--- config.mk ---
export PLATFORM = sky130hd
export DESIGN_NAME = wait_pulse_timer
export DESIGN_NICKNAME = d
export VERILOG_FILES = /design/src/rtl/wait_pulse_timer.v
export VERILOG_INCLUDE_DIRS = /design/src /design/src/rtl
export SDC_FILE = /design/constraint.sdc
export NUM_CORES = 1
export LEC_CHECK = 0
export ABC_AREA = 0
export BUFFER_PORTS_ARGS = -buffer_cell sky130_fd_sc_hd__buf_2
export CORE_MARGIN = 2
export CORE_UTILIZATION = 45
export CTS_CLUSTER_SIZE = 12
export DETAILED_ROUTE_END_ITERATION = 10
export GPL_ROUTABILITY_DRIVEN = 0
export PLACE_DENSITY_LB_ADDON = 0.3
export SETUP_SLACK_MARGIN = 0.1
export SYNTH_ARGS = -nofsm -noshare
export SYNTH_HDL_FRONTEND = slang
export SYNTH_SLANG_ARGS = --single-unit
--- constraint.sdc ---
create_clock -name hclk -period 4.2 [get_ports hclk]
set_input_delay 0.42 -clock hclk [delete_from_list [all_inputs] [get_ports hclk]]
set_output_delay 0.42 -clock hclk [all_outputs]
set_load 0.03 [all_outputs]
--- src/rtl/wait_pulse_timer_regs.vh ---
// Purpose: register map and constants of the wait one-shot pulse timer
// Assumes: byte addresses on a 32-bit AHB-Lite bus, one register per word
// Notes: definitions only
`ifndef WAIT_PULSE_TIMER_REGS_VH
`define WAIT_PULSE_TIMER_REGS_VH

// ----------------------------------------------------------------
// register offsets
// ----------------------------------------------------------------
`define OFS_TIMER_CONTROL 8'h00
`define OFS_ONESHOT_CONTROL 8'h04
`define OFS_IO_CONTROL 8'h08
`define OFS_SOURCE_SELECT 8'h0c
`define OFS_PRESCALER 8'h10
`define OFS_SECONDARY 8'h14
`define OFS_PRIMARY 8'h18

// ----------------------------------------------------------------
// field positions
// ----------------------------------------------------------------
`define BIT_COUNT_START 0
`define BIT_COUNT_ACTIVE 1
`define BIT_FORCED_STOP 2
`define BIT_ONESHOT_START 0
`define BIT_ONESHOT_STOP 1
`define BIT_ONESHOT_ACTIVE 2
`define BIT_OUTPUT_LEVEL 0
`define BIT_PIN_TRIG_EN 2
`define BIT_EDGE_RISING 3
`define BIT_EDGE_BOTH 4
`define BIT_PIN_LEVEL 5
`define SRC_LSB 0
`define SRC_MSB 1

// ----------------------------------------------------------------
// encodings and reset values
// ----------------------------------------------------------------
`define SRC_DIV1 2'h0
`define SRC_DIV2 2'h1
`define SRC_DIV8 2'h2
`define SRC_COMPANION 2'h3
`define DIV8_LAST 3'h7
`define RST_PERIOD 8'hff
`define RST_IO 5'h00
`define RST_SOURCE 2'h0
`define HTRANS_NONSEQ_BIT 1

`endif

--- src/rtl/wait_pulse_timer.v ---
// Purpose: wait one-shot pulse timer with AHB-Lite register slave
// Assumes: single clock hclk, companion underflow is an hclk pulse
// Notes: zero-wait slave, hrdata sampled at the address phase
//
// Local design decisions: the AHB-Lite register port and the placing of the registers.
`timescale 1ns/100ps
`include "wait_pulse_timer_regs.vh"

module wait_pulse_timer #(
  parameter WIDTH = 8
) (
  input wire hclk,
  input wire hresetn,
  input wire hsel,
  input wire [7:0] haddr,
  input wire [1:0] htrans,
  input wire hwrite,
  input wire [2:0] hsize,
  input wire [31:0] hwdata,
  input wire hready,
  output wire hreadyout,
  output wire hresp,
  output reg [31:0] hrdata,
  input wire companion_underflow,
  input wire external_trigger_pin,
  output reg pulse_output_pin,
  output reg timer_irq
);

  // ----------------------------------------------------------------
  // states
  // ----------------------------------------------------------------
  localparam [3:0] ST_IDLE = 4'b0001;
  localparam [3:0] ST_ARMED = 4'b0010;
  localparam [3:0] ST_WAIT = 4'b0100;
  localparam [3:0] ST_PULSE = 4'b1000;

  reg [3:0] state;
  reg count_start_bit;
  reg count_active;
  reg output_level_select;
  reg pin_trigger_enable;
  reg edge_rising;
  reg edge_both;
  reg [1:0] source_select;
  reg [WIDTH-1:0] pre_reload;
  reg [WIDTH-1:0] sec_reload;
  reg [WIDTH-1:0] pri_reload;
  reg [WIDTH-1:0] pre_cnt;
  reg [WIDTH-1:0] pri_cnt;
  reg [2:0] div_cnt;
  reg pin_s1;
  reg pin_s2;
  reg pin_s3;
  reg pin_level;
  reg pin_prev;
  reg dp_write;
  reg [7:0] dp_addr;

  wire oneshot_active_flag;
  assign oneshot_active_flag = state[2] | state[3];

  // ----------------------------------------------------------------
  // bus slave
  // ----------------------------------------------------------------
  // no wait states and no error answer; unmapped words read zero
  assign hreadyout = 1'b1;
  assign hresp = 1'b0;

  wire addr_phase;
  assign addr_phase = hsel & htrans[`HTRANS_NONSEQ_BIT] & hready;

  always @(posedge hclk or negedge hresetn) begin
    if (!hresetn) begin
      dp_write <= 1'b0;
      dp_addr <= 8'h00;
    end else begin
      dp_write <= addr_phase & hwrite;
      dp_addr <= haddr;
    end
  end

  function wr_hit;
    input [7:0] ofs;
    begin
      wr_hit = dp_write && (dp_addr[7:2] == ofs[7:2]);
    end
  endfunction

  wire wr_ctrl;
  wire wr_oneshot;
  wire wr_io;
  wire wr_src;
  wire wr_pre;
  wire wr_sec;
  wire wr_pri;
  assign wr_ctrl = wr_hit(`OFS_TIMER_CONTROL);
  assign wr_oneshot = wr_hit(`OFS_ONESHOT_CONTROL);
  assign wr_io = wr_hit(`OFS_IO_CONTROL);
  assign wr_src = wr_hit(`OFS_SOURCE_SELECT);
  assign wr_pre = wr_hit(`OFS_PRESCALER);
  assign wr_sec = wr_hit(`OFS_SECONDARY);
  assign wr_pri = wr_hit(`OFS_PRIMARY);

  wire sw_start;
  wire sw_stop;
  wire sw_force;
  wire sw_run_clear;
  assign sw_start = wr_oneshot & hwdata[`BIT_ONESHOT_START];
  assign sw_stop = wr_oneshot & hwdata[`BIT_ONESHOT_STOP];
  assign sw_force = wr_ctrl & hwdata[`BIT_FORCED_STOP];
  assign sw_run_clear = wr_ctrl & ~hwdata[`BIT_COUNT_START];

  reg [31:0] next_rdata;
  always @* begin
    next_rdata = 32'h00000000;
    case (haddr[7:2])
      `OFS_TIMER_CONTROL >> 2: begin
        next_rdata[`BIT_COUNT_START] = count_start_bit;
        next_rdata[`BIT_COUNT_ACTIVE] = count_active;
      end
      `OFS_ONESHOT_CONTROL >> 2: begin
        next_rdata[`BIT_ONESHOT_ACTIVE] = oneshot_active_flag;
      end
      `OFS_IO_CONTROL >> 2: begin
        next_rdata[`BIT_OUTPUT_LEVEL] = output_level_select;
        next_rdata[`BIT_PIN_TRIG_EN] = pin_trigger_enable;
        next_rdata[`BIT_EDGE_RISING] = edge_rising;
        next_rdata[`BIT_EDGE_BOTH] = edge_both;
        next_rdata[`BIT_PIN_LEVEL] = pin_level;
      end
      `OFS_SOURCE_SELECT >> 2: begin
        next_rdata[`SRC_MSB:`SRC_LSB] = source_select;
      end
      `OFS_PRESCALER >> 2: begin
        next_rdata[WIDTH-1:0] = pre_cnt;
      end
      `OFS_SECONDARY >> 2: begin
        next_rdata[WIDTH-1:0] = sec_reload;
      end
      `OFS_PRIMARY >> 2: begin
        next_rdata[WIDTH-1:0] = pri_cnt;
      end
      default: begin
        next_rdata = 32'h00000000;
      end
    endcase
  end

  always @(posedge hclk or negedge hresetn) begin
    if (!hresetn) begin
      hrdata <= 32'h00000000;
    end else if (addr_phase && !hwrite) begin
      hrdata <= next_rdata;
    end
  end

  // ----------------------------------------------------------------
  // configuration registers
  // ----------------------------------------------------------------
  always @(posedge hclk or negedge hresetn) begin
    if (!hresetn) begin
      output_level_select <= 1'b0;
      pin_trigger_enable <= 1'b0;
      edge_rising <= 1'b0;
      edge_both <= 1'b0;
      source_select <= `RST_SOURCE;
      pre_reload <= `RST_PERIOD;
      sec_reload <= `RST_PERIOD;
      pri_reload <= `RST_PERIOD;
    end else begin
      if (wr_io) begin
        output_level_select <= hwdata[`BIT_OUTPUT_LEVEL];
        pin_trigger_enable <= hwdata[`BIT_PIN_TRIG_EN];
        edge_rising <= hwdata[`BIT_EDGE_RISING];
        edge_both <= hwdata[`BIT_EDGE_BOTH];
      end
      if (wr_src) begin
        source_select <= hwdata[`SRC_MSB:`SRC_LSB];
      end
      // reload side always takes the write, running or not
      if (wr_pre) begin
        pre_reload <= hwdata[WIDTH-1:0];
      end
      if (wr_sec) begin
        sec_reload <= hwdata[WIDTH-1:0];
      end
      if (wr_pri) begin
        pri_reload <= hwdata[WIDTH-1:0];
      end
    end
  end

  // ----------------------------------------------------------------
  // count source
  // ----------------------------------------------------------------
  always @(posedge hclk or negedge hresetn) begin
    if (!hresetn) begin
      div_cnt <= 3'h0;
    end else begin
      div_cnt <= div_cnt + 3'h1;
    end
  end

  reg tick;
  always @* begin
    case (source_select)
      `SRC_DIV1: tick = 1'b1;
      `SRC_DIV2: tick = div_cnt[0];
      `SRC_DIV8: tick = (div_cnt == `DIV8_LAST);
      `SRC_COMPANION: tick = companion_underflow;
      default: tick = 1'b0;
    endcase
  end

  // ----------------------------------------------------------------
  // external trigger pin
  // ----------------------------------------------------------------
  // level follows only once the last two stages agree
  always @(posedge hclk or negedge hresetn) begin
    if (!hresetn) begin
      pin_s1 <= 1'b0;
      pin_s2 <= 1'b0;
      pin_s3 <= 1'b0;
      pin_level <= 1'b0;
      pin_prev <= 1'b0;
    end else begin
      pin_s1 <= external_trigger_pin;
      pin_s2 <= pin_s1;
      pin_s3 <= pin_s2;
      if (pin_s2 == pin_s3) begin
        pin_level <= pin_s3;
      end
      pin_prev <= pin_level;
    end
  end

  wire pin_rise;
  wire pin_fall;
  wire pin_edge;
  assign pin_rise = pin_level & ~pin_prev;
  assign pin_fall = ~pin_level & pin_prev;
  assign pin_edge = edge_both ? (pin_rise | pin_fall) :
                    (edge_rising ? pin_rise : pin_fall);

  wire trigger;
  assign trigger = sw_start | (pin_trigger_enable & pin_edge);

  // ----------------------------------------------------------------
  // sequencer and counters
  // ----------------------------------------------------------------
  wire pre_zero;
  wire underflow;
  wire counting;
  wire abort;
  assign pre_zero = (pre_cnt == {WIDTH{1'b0}});
  assign counting = state[2] | state[3];
  assign underflow = counting & tick & pre_zero & (pri_cnt == {WIDTH{1'b0}});
  // any stop request reloads and parks the sequencer in the same edge
  assign abort = sw_force | sw_run_clear | sw_stop;

  always @(posedge hclk or negedge hresetn) begin
    if (!hresetn) begin
      state <= ST_IDLE;
      count_start_bit <= 1'b0;
      count_active <= 1'b0;
      pre_cnt <= `RST_PERIOD;
      pri_cnt <= `RST_PERIOD;
      pulse_output_pin <= 1'b0;
      timer_irq <= 1'b0;
    end else begin
      timer_irq <= 1'b0;
      if (wr_ctrl) begin
        count_start_bit <= hwdata[`BIT_COUNT_START] & ~hwdata[`BIT_FORCED_STOP];
      end
      if (sw_force || sw_run_clear) begin
        count_active <= 1'b0;
      end else if (count_start_bit && tick) begin
        count_active <= 1'b1;
      end
      if (abort) begin
        pre_cnt <= pre_reload;
        pri_cnt <= pri_reload;
        state <= ST_IDLE;
        pulse_output_pin <= output_level_select;
      end else begin
        if (wr_pre && !count_active) begin
          pre_cnt <= hwdata[WIDTH-1:0];
        end
        if (wr_pri && !count_active) begin
          pri_cnt <= hwdata[WIDTH-1:0];
        end
        case (state)
          ST_IDLE: begin
            pulse_output_pin <= output_level_select;
            if (trigger && count_active) begin
              state <= ST_ARMED;
            end
          end
          ST_ARMED: begin
            if (!count_active) begin
              state <= ST_IDLE;
            end else if (tick) begin
              state <= ST_WAIT;
            end
          end
          ST_WAIT: begin
            pulse_output_pin <= output_level_select;
            if (tick) begin
              if (!pre_zero) begin
                pre_cnt <= pre_cnt - {{(WIDTH-1){1'b0}}, 1'b1};
              end else begin
                pre_cnt <= pre_reload;
                if (underflow) begin
                  pri_cnt <= sec_reload;
                  state <= ST_PULSE;
                  pulse_output_pin <= ~output_level_select;
                end else begin
                  pri_cnt <= pri_cnt - {{(WIDTH-1){1'b0}}, 1'b1};
                end
              end
            end
          end
          ST_PULSE: begin
            pulse_output_pin <= ~output_level_select;
            if (tick) begin
              if (!pre_zero) begin
                pre_cnt <= pre_cnt - {{(WIDTH-1){1'b0}}, 1'b1};
              end else begin
                pre_cnt <= pre_reload;
                if (underflow) begin
                  pri_cnt <= pri_reload;
                  state <= ST_IDLE;
                  pulse_output_pin <= output_level_select;
                  timer_irq <= 1'b1;
                end else begin
                  pri_cnt <= pri_cnt - {{(WIDTH-1){1'b0}}, 1'b1};
                end
              end
            end
          end
          default: begin
            state <= ST_IDLE;
          end
        endcase
      end
    end
  end
  // a trigger while a sequence runs finds no IDLE state and is dropped

endmodule // wait_pulse_timer

Word-level counts from Yosys, hierarchy flattened
Index checks and enable logic that the tools add are counted.
{"block": "word_totals", "register_bits": 79, "in_bits": 52, "output_inout_bits": 36}
{"block": "classes", "add_sub_neg": 3, "eq_ne": 29, "n_mux": 48, "bitwise": 24, "n_reduce_logical": 24}
{"op": "two-way mux 8 bit", "n": 13}
{"op": "two-way mux 4 bit", "n": 10}
{"op": "equality test 6 x 3 -> 1 bit (second input constant)", "n": 6}
{"op": "equality test 6 x 2 -> 1 bit (second input constant)", "n": 4}
{"op": "!= test 3 bit (second input constant)", "n": 7}
{"op": "zero test 8 bit", "n": 2}
{"op": "two-way mux 1 bit", "n": 16}
{"op": "one-hot mux 4 bit (4 select lines)", "n": 1}
{"op": "one-hot mux 8 bit (2 select lines)", "n": 1}
{"op": "subtractor 8 x 1 -> 8 bit (second input constant)", "n": 2}
{"op": "AND 1 bit", "n": 14}
{"op": "equality test 6 x 1 -> 1 bit (second input constant)", "n": 2}
{"op": "logical AND 1 bit", "n": 12}
{"op": "zero test 6 bit", "n": 2}
{"op": "one-hot mux 3 bit (4 select lines)", "n": 1}
{"op": "one-hot mux 1 bit (5 select lines)", "n": 2}
{"op": "AND reduction 8 bit", "n": 1}
{"op": "one-hot mux 1 bit (6 select lines)", "n": 1}
{"op": "one-hot mux 2 bit (3 select lines)", "n": 1}
{"op": "inverter 1 bit", "n": 5}
{"op": "OR 1 bit", "n": 5}
{"op": "equality test 2 bit (second input constant)", "n": 2}
{"op": "equality test 4 x 1 -> 1 bit (second input constant)", "n": 1}
{"op": "equality test 4 x 2 -> 1 bit (second input constant)", "n": 1}
{"op": "other kinds (15)", "n": 16}

Depth between registers and ports, before layout
Gate-level depths: netlist of the first run.
{"block": "depth", "ltp_word": 10, "ltp_mapped": 8}

Worst setup path before layout of the first run
Ideal clock, no wire load.
{"block": "synth_timing", "path_type": "register -> register", "startpoint": "register dp_addr[5]", "endpoint": "register pri_cnt[3]", "setup_ps": 84, "arrival_time_ps": 2122, "required_ps": 4116, "path_slack_ps": 1994, "stages_incl_launch_ff": 8, "cell_sequence": "dfrtp_1 > or4b_1 > buf_2 > or4_4 > buf_6 > mux2_4 > a21oi_1 > a21oi_1"}
{"block": "synth_via", "elab_chain_cells": 8}
{"element": "from (decl)", "line": "wait_pulse_timer.v:58", "text": "reg [7:0] dp_addr;"}
{"element": "from (signal assigned)", "line": "wait_pulse_timer.v:79", "text": "dp_addr <= haddr;"}
{"element": "equality test 6 x 3 -> 1 bit", "line": "wait_pulse_timer.v:86", "text": "wr_hit = dp_write && (dp_addr[7:2] == ofs[7:2]);"}
{"element": "logical AND 1 bit", "line": "wait_pulse_timer.v:86"}
{"element": "logical AND 1 bit", "line": "wait_pulse_timer.v:290", "text": "if (wr_pri && !count_active) begin"}
{"element": "two-way mux 8 bit", "line": "wait_pulse_timer.v:290"}
{"element": "two-way mux 8 bit, on equally long branches", "line": "wait_pulse_timer.v:327, wait_pulse_timer.v:310"}
{"element": "two-way mux 8 bit, on equally long branches", "line": "wait_pulse_timer.v:326, wait_pulse_timer.v:309"}
{"element": "one-hot mux 8 bit (2 select lines)", "line": "wait_pulse_timer.v:293", "text": "case (state)"}
{"element": "two-way mux 8 bit (*)", "line": "wait_pulse_timer.v:281", "text": "if (abort) begin"}
{"element": "to (signal assigned)", "line": "wait_pulse_timer.v:283", "text": "pri_cnt <= pri_reload;"}
{"element": "to (signal assigned)", "line": "wait_pulse_timer.v:291", "text": "pri_cnt <= hwdata[WIDTH-1:0];"}
{"element": "to (signal assigned)", "line": "wait_pulse_timer.v:332", "text": "pri_cnt <= pri_reload;"}
{"element": "to (decl)", "line": "wait_pulse_timer.v:50", "text": "reg [WIDTH-1:0] pri_cnt;"}
Every way passes the cells marked *; elsewhere a longest branch is shown, timed or not.
A chain may end at the register's enable or synchronous reset.

Worst setup path after layout of the first run
{"block": "layout_timing", "startpoint": "register dp_addr[4]", "endpoint": "register pre_cnt[2]"}
{"block": "layout_via", "elab_chain_cells": 7}
{"element": "equality test 6 x 3 -> 1 bit", "line": "wait_pulse_timer.v:86"}
{"element": "logical AND 1 bit", "line": "wait_pulse_timer.v:86"}
{"element": "logical AND 1 bit", "line": "wait_pulse_timer.v:287", "text": "if (wr_pre && !count_active) begin"}
{"element": "two-way mux 8 bit", "line": "wait_pulse_timer.v:287"}
{"element": "two-way mux 8 bit", "line": "wait_pulse_timer.v:326", "text": "if (tick) begin"}
{"element": "two-way mux 8 bit"}
{"element": "two-way mux 8 bit (*)", "line": "wait_pulse_timer.v:281"}
{"element": "to (signal assigned)", "line": "wait_pulse_timer.v:282", "text": "pre_cnt <= pre_reload;"}
{"element": "to (signal assigned)", "line": "wait_pulse_timer.v:288", "text": "pre_cnt <= hwdata[WIDTH-1:0];"}
{"element": "to (signal assigned)", "line": "wait_pulse_timer.v:328", "text": "pre_cnt <= pre_cnt - {{(WIDTH-1){1'b0}}, 1'b1};"}
{"element": "to (decl)", "line": "wait_pulse_timer.v:49", "text": "reg [WIDTH-1:0] pre_cnt;"}
Marks and branches as above.

==> reports/results.ini, run 1 <==
[place]
dp_hpwl_um=7790
io_buffers=31

[clocking]
cts_root_buf=clkbuf_8
cts_resized=0
cts_setup_buffers=0
cts.path.max_buffers=2
postCtsHoldBufs=0
clk_latency_ns=0.36
clkSlewWorstSetupHoldPaths_ns=0.08
cts_tree=done
numCtsBuffers=9
clock_sinks=77
htree_levels=3

[cells_and_area]
final_common_cell=dfstp_2
nets=511
drive_above_1_share_pct=32.5
most-common-layout-cells=dfstp_2 (41), mux2_2 (37), dfrtp_1 (36), buf_2 (30)
diodes=0
areaGrowthSynthToFinish_pct=7.09
final_util_pct=49.9

[pwr]
p_per_area_nw_per_um2=446
irDropWorstVdd_v=0.000293
p_leak_nw=2.03

[sta]
max_slew_margin_pct=18.3
period_share_pct=59.8
worst_slew_pin_slew_ns=1.21
hold_violations=0
slew_viol_final=0
grt_setup_unrepaired=no
fin_crit_ns=2.51
fmax_mhz=398
setup_viol=0
finClkSkew_ns=0.00706
fin_setup_tns_ns=0

[critical_path]
ff2ff_path_depth=5
reg2reg_to=pre_cnt[2]
cp_slowest_cell=o2111a_1
r2r-start=dp_addr[4]
crit_required_ns=4.47
start_kind=register
rrSetupSlack_ns=1.69
path_buf_inv=0
crit_type=register to register
end_kind=register
critPathMaxFanout=17
cp_slowest_stage_delay_ns=0.81
cp_top_family=compound AO/OA/AOI/OAI gates
crit_chain=nor4_1 -> o2111a_1 -> a31oi_1 -> nor2_1 -> a221oi_1
arrival_ns=2.78

[logic_synthesis]
ys.flop_type=dfstp_2
synth_async_sr_flop_share_pct=100
post_synth.cell_area_avg_um2=10.7
yosysTopAreaCell=dfstp_2
yosysTopAreaCellShare_pct=23.7
synth-edff-count=0
syn-cell-area_um2=4550
synth_cells=427
synthDistinctLibCells=69
ys_ff_latch=77
yosys-top-cells-area=dfstp_2 (24%), dfrtp_1 (20%), mux2_2 (9.2%)
ys_seq_area_share_pct=43.5
yosys_warnings=0

[global_route]
grt_usage_pct=21.7
antenna_found_initial=0
grt_max_degree=78
first_global_vias=3496
grt_pass1_wl_um=18500
gr-total-overflow=0

[min_path]
holdCritPathClass=input pin to register
hold_depth=1
holdPathEnd=pin_s1
min-delay-start=external_trigger_pin

[detailed_routing]
wl_um=11400
viasPerCell=5.97
drt-initial-drc-count=381
wire_per_inst_um=19.3
drc=0
detail-route-antenna-nets=0
dr_total_vias=3515
first_pass_iters=5

[outcome]
status=finished clean

[floorplanning]
io_pins=88
initial_utilization_pct=46.6
die_w_um=105
core_um2=9770
die_h_um=105
fp-row-count=36
dieArea_um2=10900

[run]
cap_violations=0

[kinds of logic after synthesis]
| logic type | Yosys count | synth area share [%] |
|---|---|---|
| other | 2 | 0.165 |
| adder cells (fa/ha/maj) | 9 | 2.42 |
| buffers and inverters | 55 | 7.67 |
| AND/OR/NAND/NOR | 122 | 15.7 |
| XOR/XNOR | 6 | 1.15 |
| AO/OA/AOI/OAI | 104 | 16.3 |
| flip-flops | 77 | 43.5 |
| multiplexers | 52 | 13.2 |
[stage by stage]
step | total power, W | worst slack (ns) | hold WS, ns | std cells | cell area (um2)
after floorplan | 0.00145 | 1.99 | 0.124 | 451 | 4640
after global routing | 0.00230 | 1.38 | 0.136 | 589 | 4870
after global placement | 0.00158 | 1.65 | 0.332 | 573 | 4680
final | 0.00217 | 1.69 | 0.160 | 589 | 4870
after CTS | 0.00218 | 1.67 | 0.145 | 589 | 4870
after detailed placement | 0.00160 | 1.69 | 0.337 | 573 | 4680
[area by class of cell]
| class | count | area [um2] |
|---|---|---|
| clock buffers | 10 | 128 |
| clock inverters | 6 | 70.1 |
| fillers | 926 | 4900 |
| inverters | 10 | 37.5 |
| multi-input cells | 319 | 2310 |
| flip-flops and latches | 77 | 1980 |
| well taps | 133 | 166 |
| repair buffers | 34 | 180 |
[flip-flops by register name, indices dropped and copies added (netlist names), 2 cells and up]
signal and flops:
div_cnt 3, dp_addr 6, hrdata 8, pre_cnt 8, pre_reload 8, pri_cnt 8
pri_reload 8, sec_reload 8, source_select 2, state 4
[worst register-to-register path, delay by kind of cell (launching register included)]
family	cells	cell delay, ns
AND/OR/NAND/NOR	2	0.82
flip-flops	1	0.38
AO/OA/AOI/OAI	3	1.22
[synth_stat cells, types with 11 or more instances]
cell	number
o21ai_0	20
a22oi_1	11
nand3_1	11
a21oi_1	20
dfrtp_1	36
nor2_1	27
mux2_2	37
buf_4	27
dfstp_2	41
nand2_1	27
[power breakdown]
group / switching, W / internal [W] / total, W / leakage, nW
registers: 0.000147 / 0.000880 / 0.00103 / 0.872
clock network: 0.000296 / 0.000279 / 0.000575 / 0.0895
logic: 0.000330 / 0.000242 / 0.000572 / 1.07
total: 0.000773 / 0.00140 / 0.00217 / 2.03
[layer usage]
metal	track usage [%]	wire (um)
met4	8.69	203
met2	35.1	5550
met1	28.9	5000
met5	0	0
met3	3.49	624
[worst max path at each step]
stage / from / endpoint / slack [ns] / depth (start not counted)
floorplan: dp_addr[5] / pri_cnt[3] / 1.99 / 7
global placement: hwdata[0] / pre_cnt[4] / 1.65 / 6
detailed placement: hwdata[0] / pre_cnt[5] / 1.69 / 6
CTS: dp_addr[4] / pre_cnt[2] / 1.67 / 5
global route: dp_addr[4] / pre_cnt[2] / 1.38 / 5
finish: dp_addr[4] / pre_cnt[2] / 1.69 / 5
(Power assumes the default switching activity.)
==> run 2, diff against run 1 <==
==> constraint.sdc (replaced) <==
create_clock -name hclk -period 2.55 [get_ports hclk]
set_input_delay 0.255 -clock hclk [delete_from_list [all_inputs] [get_ports hclk]]
set_output_delay 0.255 -clock hclk [all_outputs]
set_load 0.03 [all_outputs]
==> run 2 against run 1 <==
Net effect: hold slack worse by 0.13 ns; flip-flop and latch count stayed put; cell area rose by 3.5%; worst setup slack lost 1.5 ns; combinational power up 74%; total power is 69% higher; routed wire length grew 1.2%; largest power group unchanged; highest routed layer unchanged; maximum frequency is 6.5% higher; critical path type unchanged.
==> reports/results.ini, run 2 (synthesis gave the netlist of run 1 again) <==
[outcome]
status=finished clean

[pwr]
p_clk_share_pct=27.0  ; +0.6 points
irDropWorstVdd_v=0.000370  ; +26%
seqPwrFrac_pct=45.9  ; -1.3 points
p_leak_nw=2.14  ; +5.6%
p_sw_share_pct=34.4  ; -1.1 points
p_sw_w=0.00126  ; +63%
pwr-share-comb_pct=27.1  ; +0.8 points
intPower_w=0.00241  ; +72%
p_per_area_nw_per_um2=728  ; +63%

[cells_and_area]
diodes=0  ; unchanged
regArea_um2=1980  ; unchanged
drive_above_1_share_pct=34.7  ; +2.3 points
most-common-layout-cells=dfstp_2 (41), mux2_2 (37), dfrtp_1 (36), buf_2 (30)
nFillCells=885  ; -4.4%
final_common_cell=dfstp_2
areaGrowthSynthToFinish_pct=10.9
nets=530  ; +3.7%
multi_input_area_um2=2320  ; +0.38%
fin_area_um2=5040  ; +3.5%
final_util_pct=51.6  ; +1.8 points

[sta]
slew_viol_final=0  ; unchanged
holdWs_ns=0.0343  ; -0.126 ns
finClkSkew_ns=0.0181  ; +0.0110 ns
fin_crit_ns=2.36  ; -0.153 ns
hold_violations=0  ; unchanged
max_slew_margin_pct=35.4  ; +17 points
period_share_pct=92.5  ; +33 points
worst_slew_pin_slew_ns=0.969  ; -0.246 ns
grt_setup_unrepaired=no
fmax_mhz=424  ; +6.5%
setup_viol=0  ; unchanged

[detailed_routing]
wl_um=11500  ; +1.2%
drt-initial-drc-count=291  ; -24%
first_pass_iters=5  ; unchanged
dr_total_vias=3670  ; +4.4%
detail-route-antenna-nets=0  ; unchanged
viasPerCell=6.04  ; +1.1%
wire_per_inst_um=18.9  ; -1.9%
drc=0  ; unchanged

[critical_path]
r2r-start=dp_addr[5]
critPathMaxFanout=8  ; -9
arrival_ns=2.66  ; -0.12 ns
start_kind=register
crit_type=register to register
ff2ff_path_depth=5  ; unchanged
rrSetupSlack_ns=0.19  ; -1.50 ns
crit_required_ns=2.85  ; -1.62 ns
reg2reg_to=pri_cnt[3]
crit_path_start=dp_addr[5]
end_kind=register

[clocking]
clk_latency_ns=0.37  ; about the same
cts_tree=done
cts_root_buf=clkbuf_8
numCtsBuffers=9  ; unchanged
cts.path.max_buffers=2  ; unchanged
clkSlewWorstSetupHoldPaths_ns=0.09  ; about the same
clock_sinks=77  ; unchanged
htree_levels=3  ; unchanged

[global_route]
first_global_vias=3449  ; -1.3%
grt_pass1_wl_um=18400  ; -0.30%
grt_max_degree=78  ; unchanged
grt_usage_pct=21.7  ; +0.078 points
antenna_found_initial=0  ; unchanged
gr-total-overflow=0  ; unchanged

[run]
cap_violations=0  ; unchanged

[min_path]
holdCritPathClass=input pin to async pin

[floorplanning]
initial_utilization_pct=46.6  ; unchanged
core_um2=9770  ; unchanged
io_pins=88  ; unchanged
die_h_um=105  ; unchanged
fp-row-count=36  ; unchanged
die_w_um=105  ; unchanged
dieArea_um2=10900  ; unchanged

[place]
place_area_um2=4770  ; +2.1%
dp_hpwl_um=8080  ; +3.8%
io_buffers=31  ; unchanged

[run 2: cell types whose count changed in the layout (fill, tap and decap cells not counted)]
cell | previous run | this run
a21oi_2 | 0 | 1
clkinvlp_4 | 3 | 0
a21oi_1 | 20 | 19
buf_4 | 4 | 19
clkinv_2 | 0 | 1
nand3_1 | 11 | 10
dlygate4sd3_1 | 0 | 4
clkbuf_8 | 9 | 11
nand3_2 | 0 | 1
[run 2: how the worst max path moves through the flow]
| stage | to | slack, ns | depth (start not counted) |
|---|---|---|---|
| 3_3_place_gp | pri_cnt[6] | 0.05 | 7 |
| 3_5_place_dp | pri_cnt[5] | -0.02 | 7 |
| 5_1_grt | pri_cnt[4] | 0.10 | 5 |
| 6_report | pri_cnt[3] | 0.19 | 5 |
| 2_1_floorplan | pri_cnt[3] | 0.34 | 7 |
| 4_1_cts | pre_cnt[5] | 0.13 | 5 |
[run 2: metal layers]
layer  vias up  track usage [%]  share of wire [%]
met2       174             33.6                 48
met5         -                0                  0
met1      1830             29.2                 42
met4         0             10.5                3.2
li1       1640                -                  -
met3        26             4.37                6.8
[run 2: what timing repair did]
item | in CTS | in global routing
hold buffers | 4 | 0
resized for setup | 1 | 1
setup endpoints to repair | 10 | 8
pin swaps | 0 | 1
endpoints found under the hold margin | 4 | 0
buffers inserted | 0 | 2
gates cloned | 0 | 0
[run 2: cell type report]
class | instances | share of cell area (%)
Clock buffer | 12 | 3.08
Clock inverter | 4 | 1.04
Inverter | 10 | 0.744
Multi-Input combinational cell | 319 | 46.0
Sequential cell | 77 | 39.2
Tap cell | 133 | 3.30
Timing Repair Buffer | 53 | 6.60
[run 2: metrics by stage]
step | instances | setup TNS (ns) | power (W) | setup slack (ns)
final | 608 | 0 | 0.00367 | 0.192
after global routing | 608 | 0 | 0.00387 | 0.101
after CTS | 606 | 0 | 0.00367 | 0.132
after detailed placement | 586 | -0.0177 | 0.00266 | -0.0153
after global placement | 586 | 0 | 0.00263 | 0.0499
after floorplan | 451 | 0 | 0.00240 | 0.344
[run 2: power by group through the flow]
stage	combinational (W)	clock [W]	sequential, W
6_report	0.000997	0.000991	0.00169
5_1_grt	0.00110	0.00105	0.00171
4_1_cts	0.000970	0.00102	0.00168
3_5_place_dp	0.000957	0	0.00170
3_3_place_gp	0.000934	0	0.00169
2_1_floorplan	0.000783	0	0.00161
[run 2: worst max-delay path, cell delays in order, from the launching register on]
cell and delay, ns:
dfrtp_1 0.38, or4b_1 0.67, or4_4 0.66, mux2_4 0.34
a21oi_1 0.15, a21oi_1 0.08
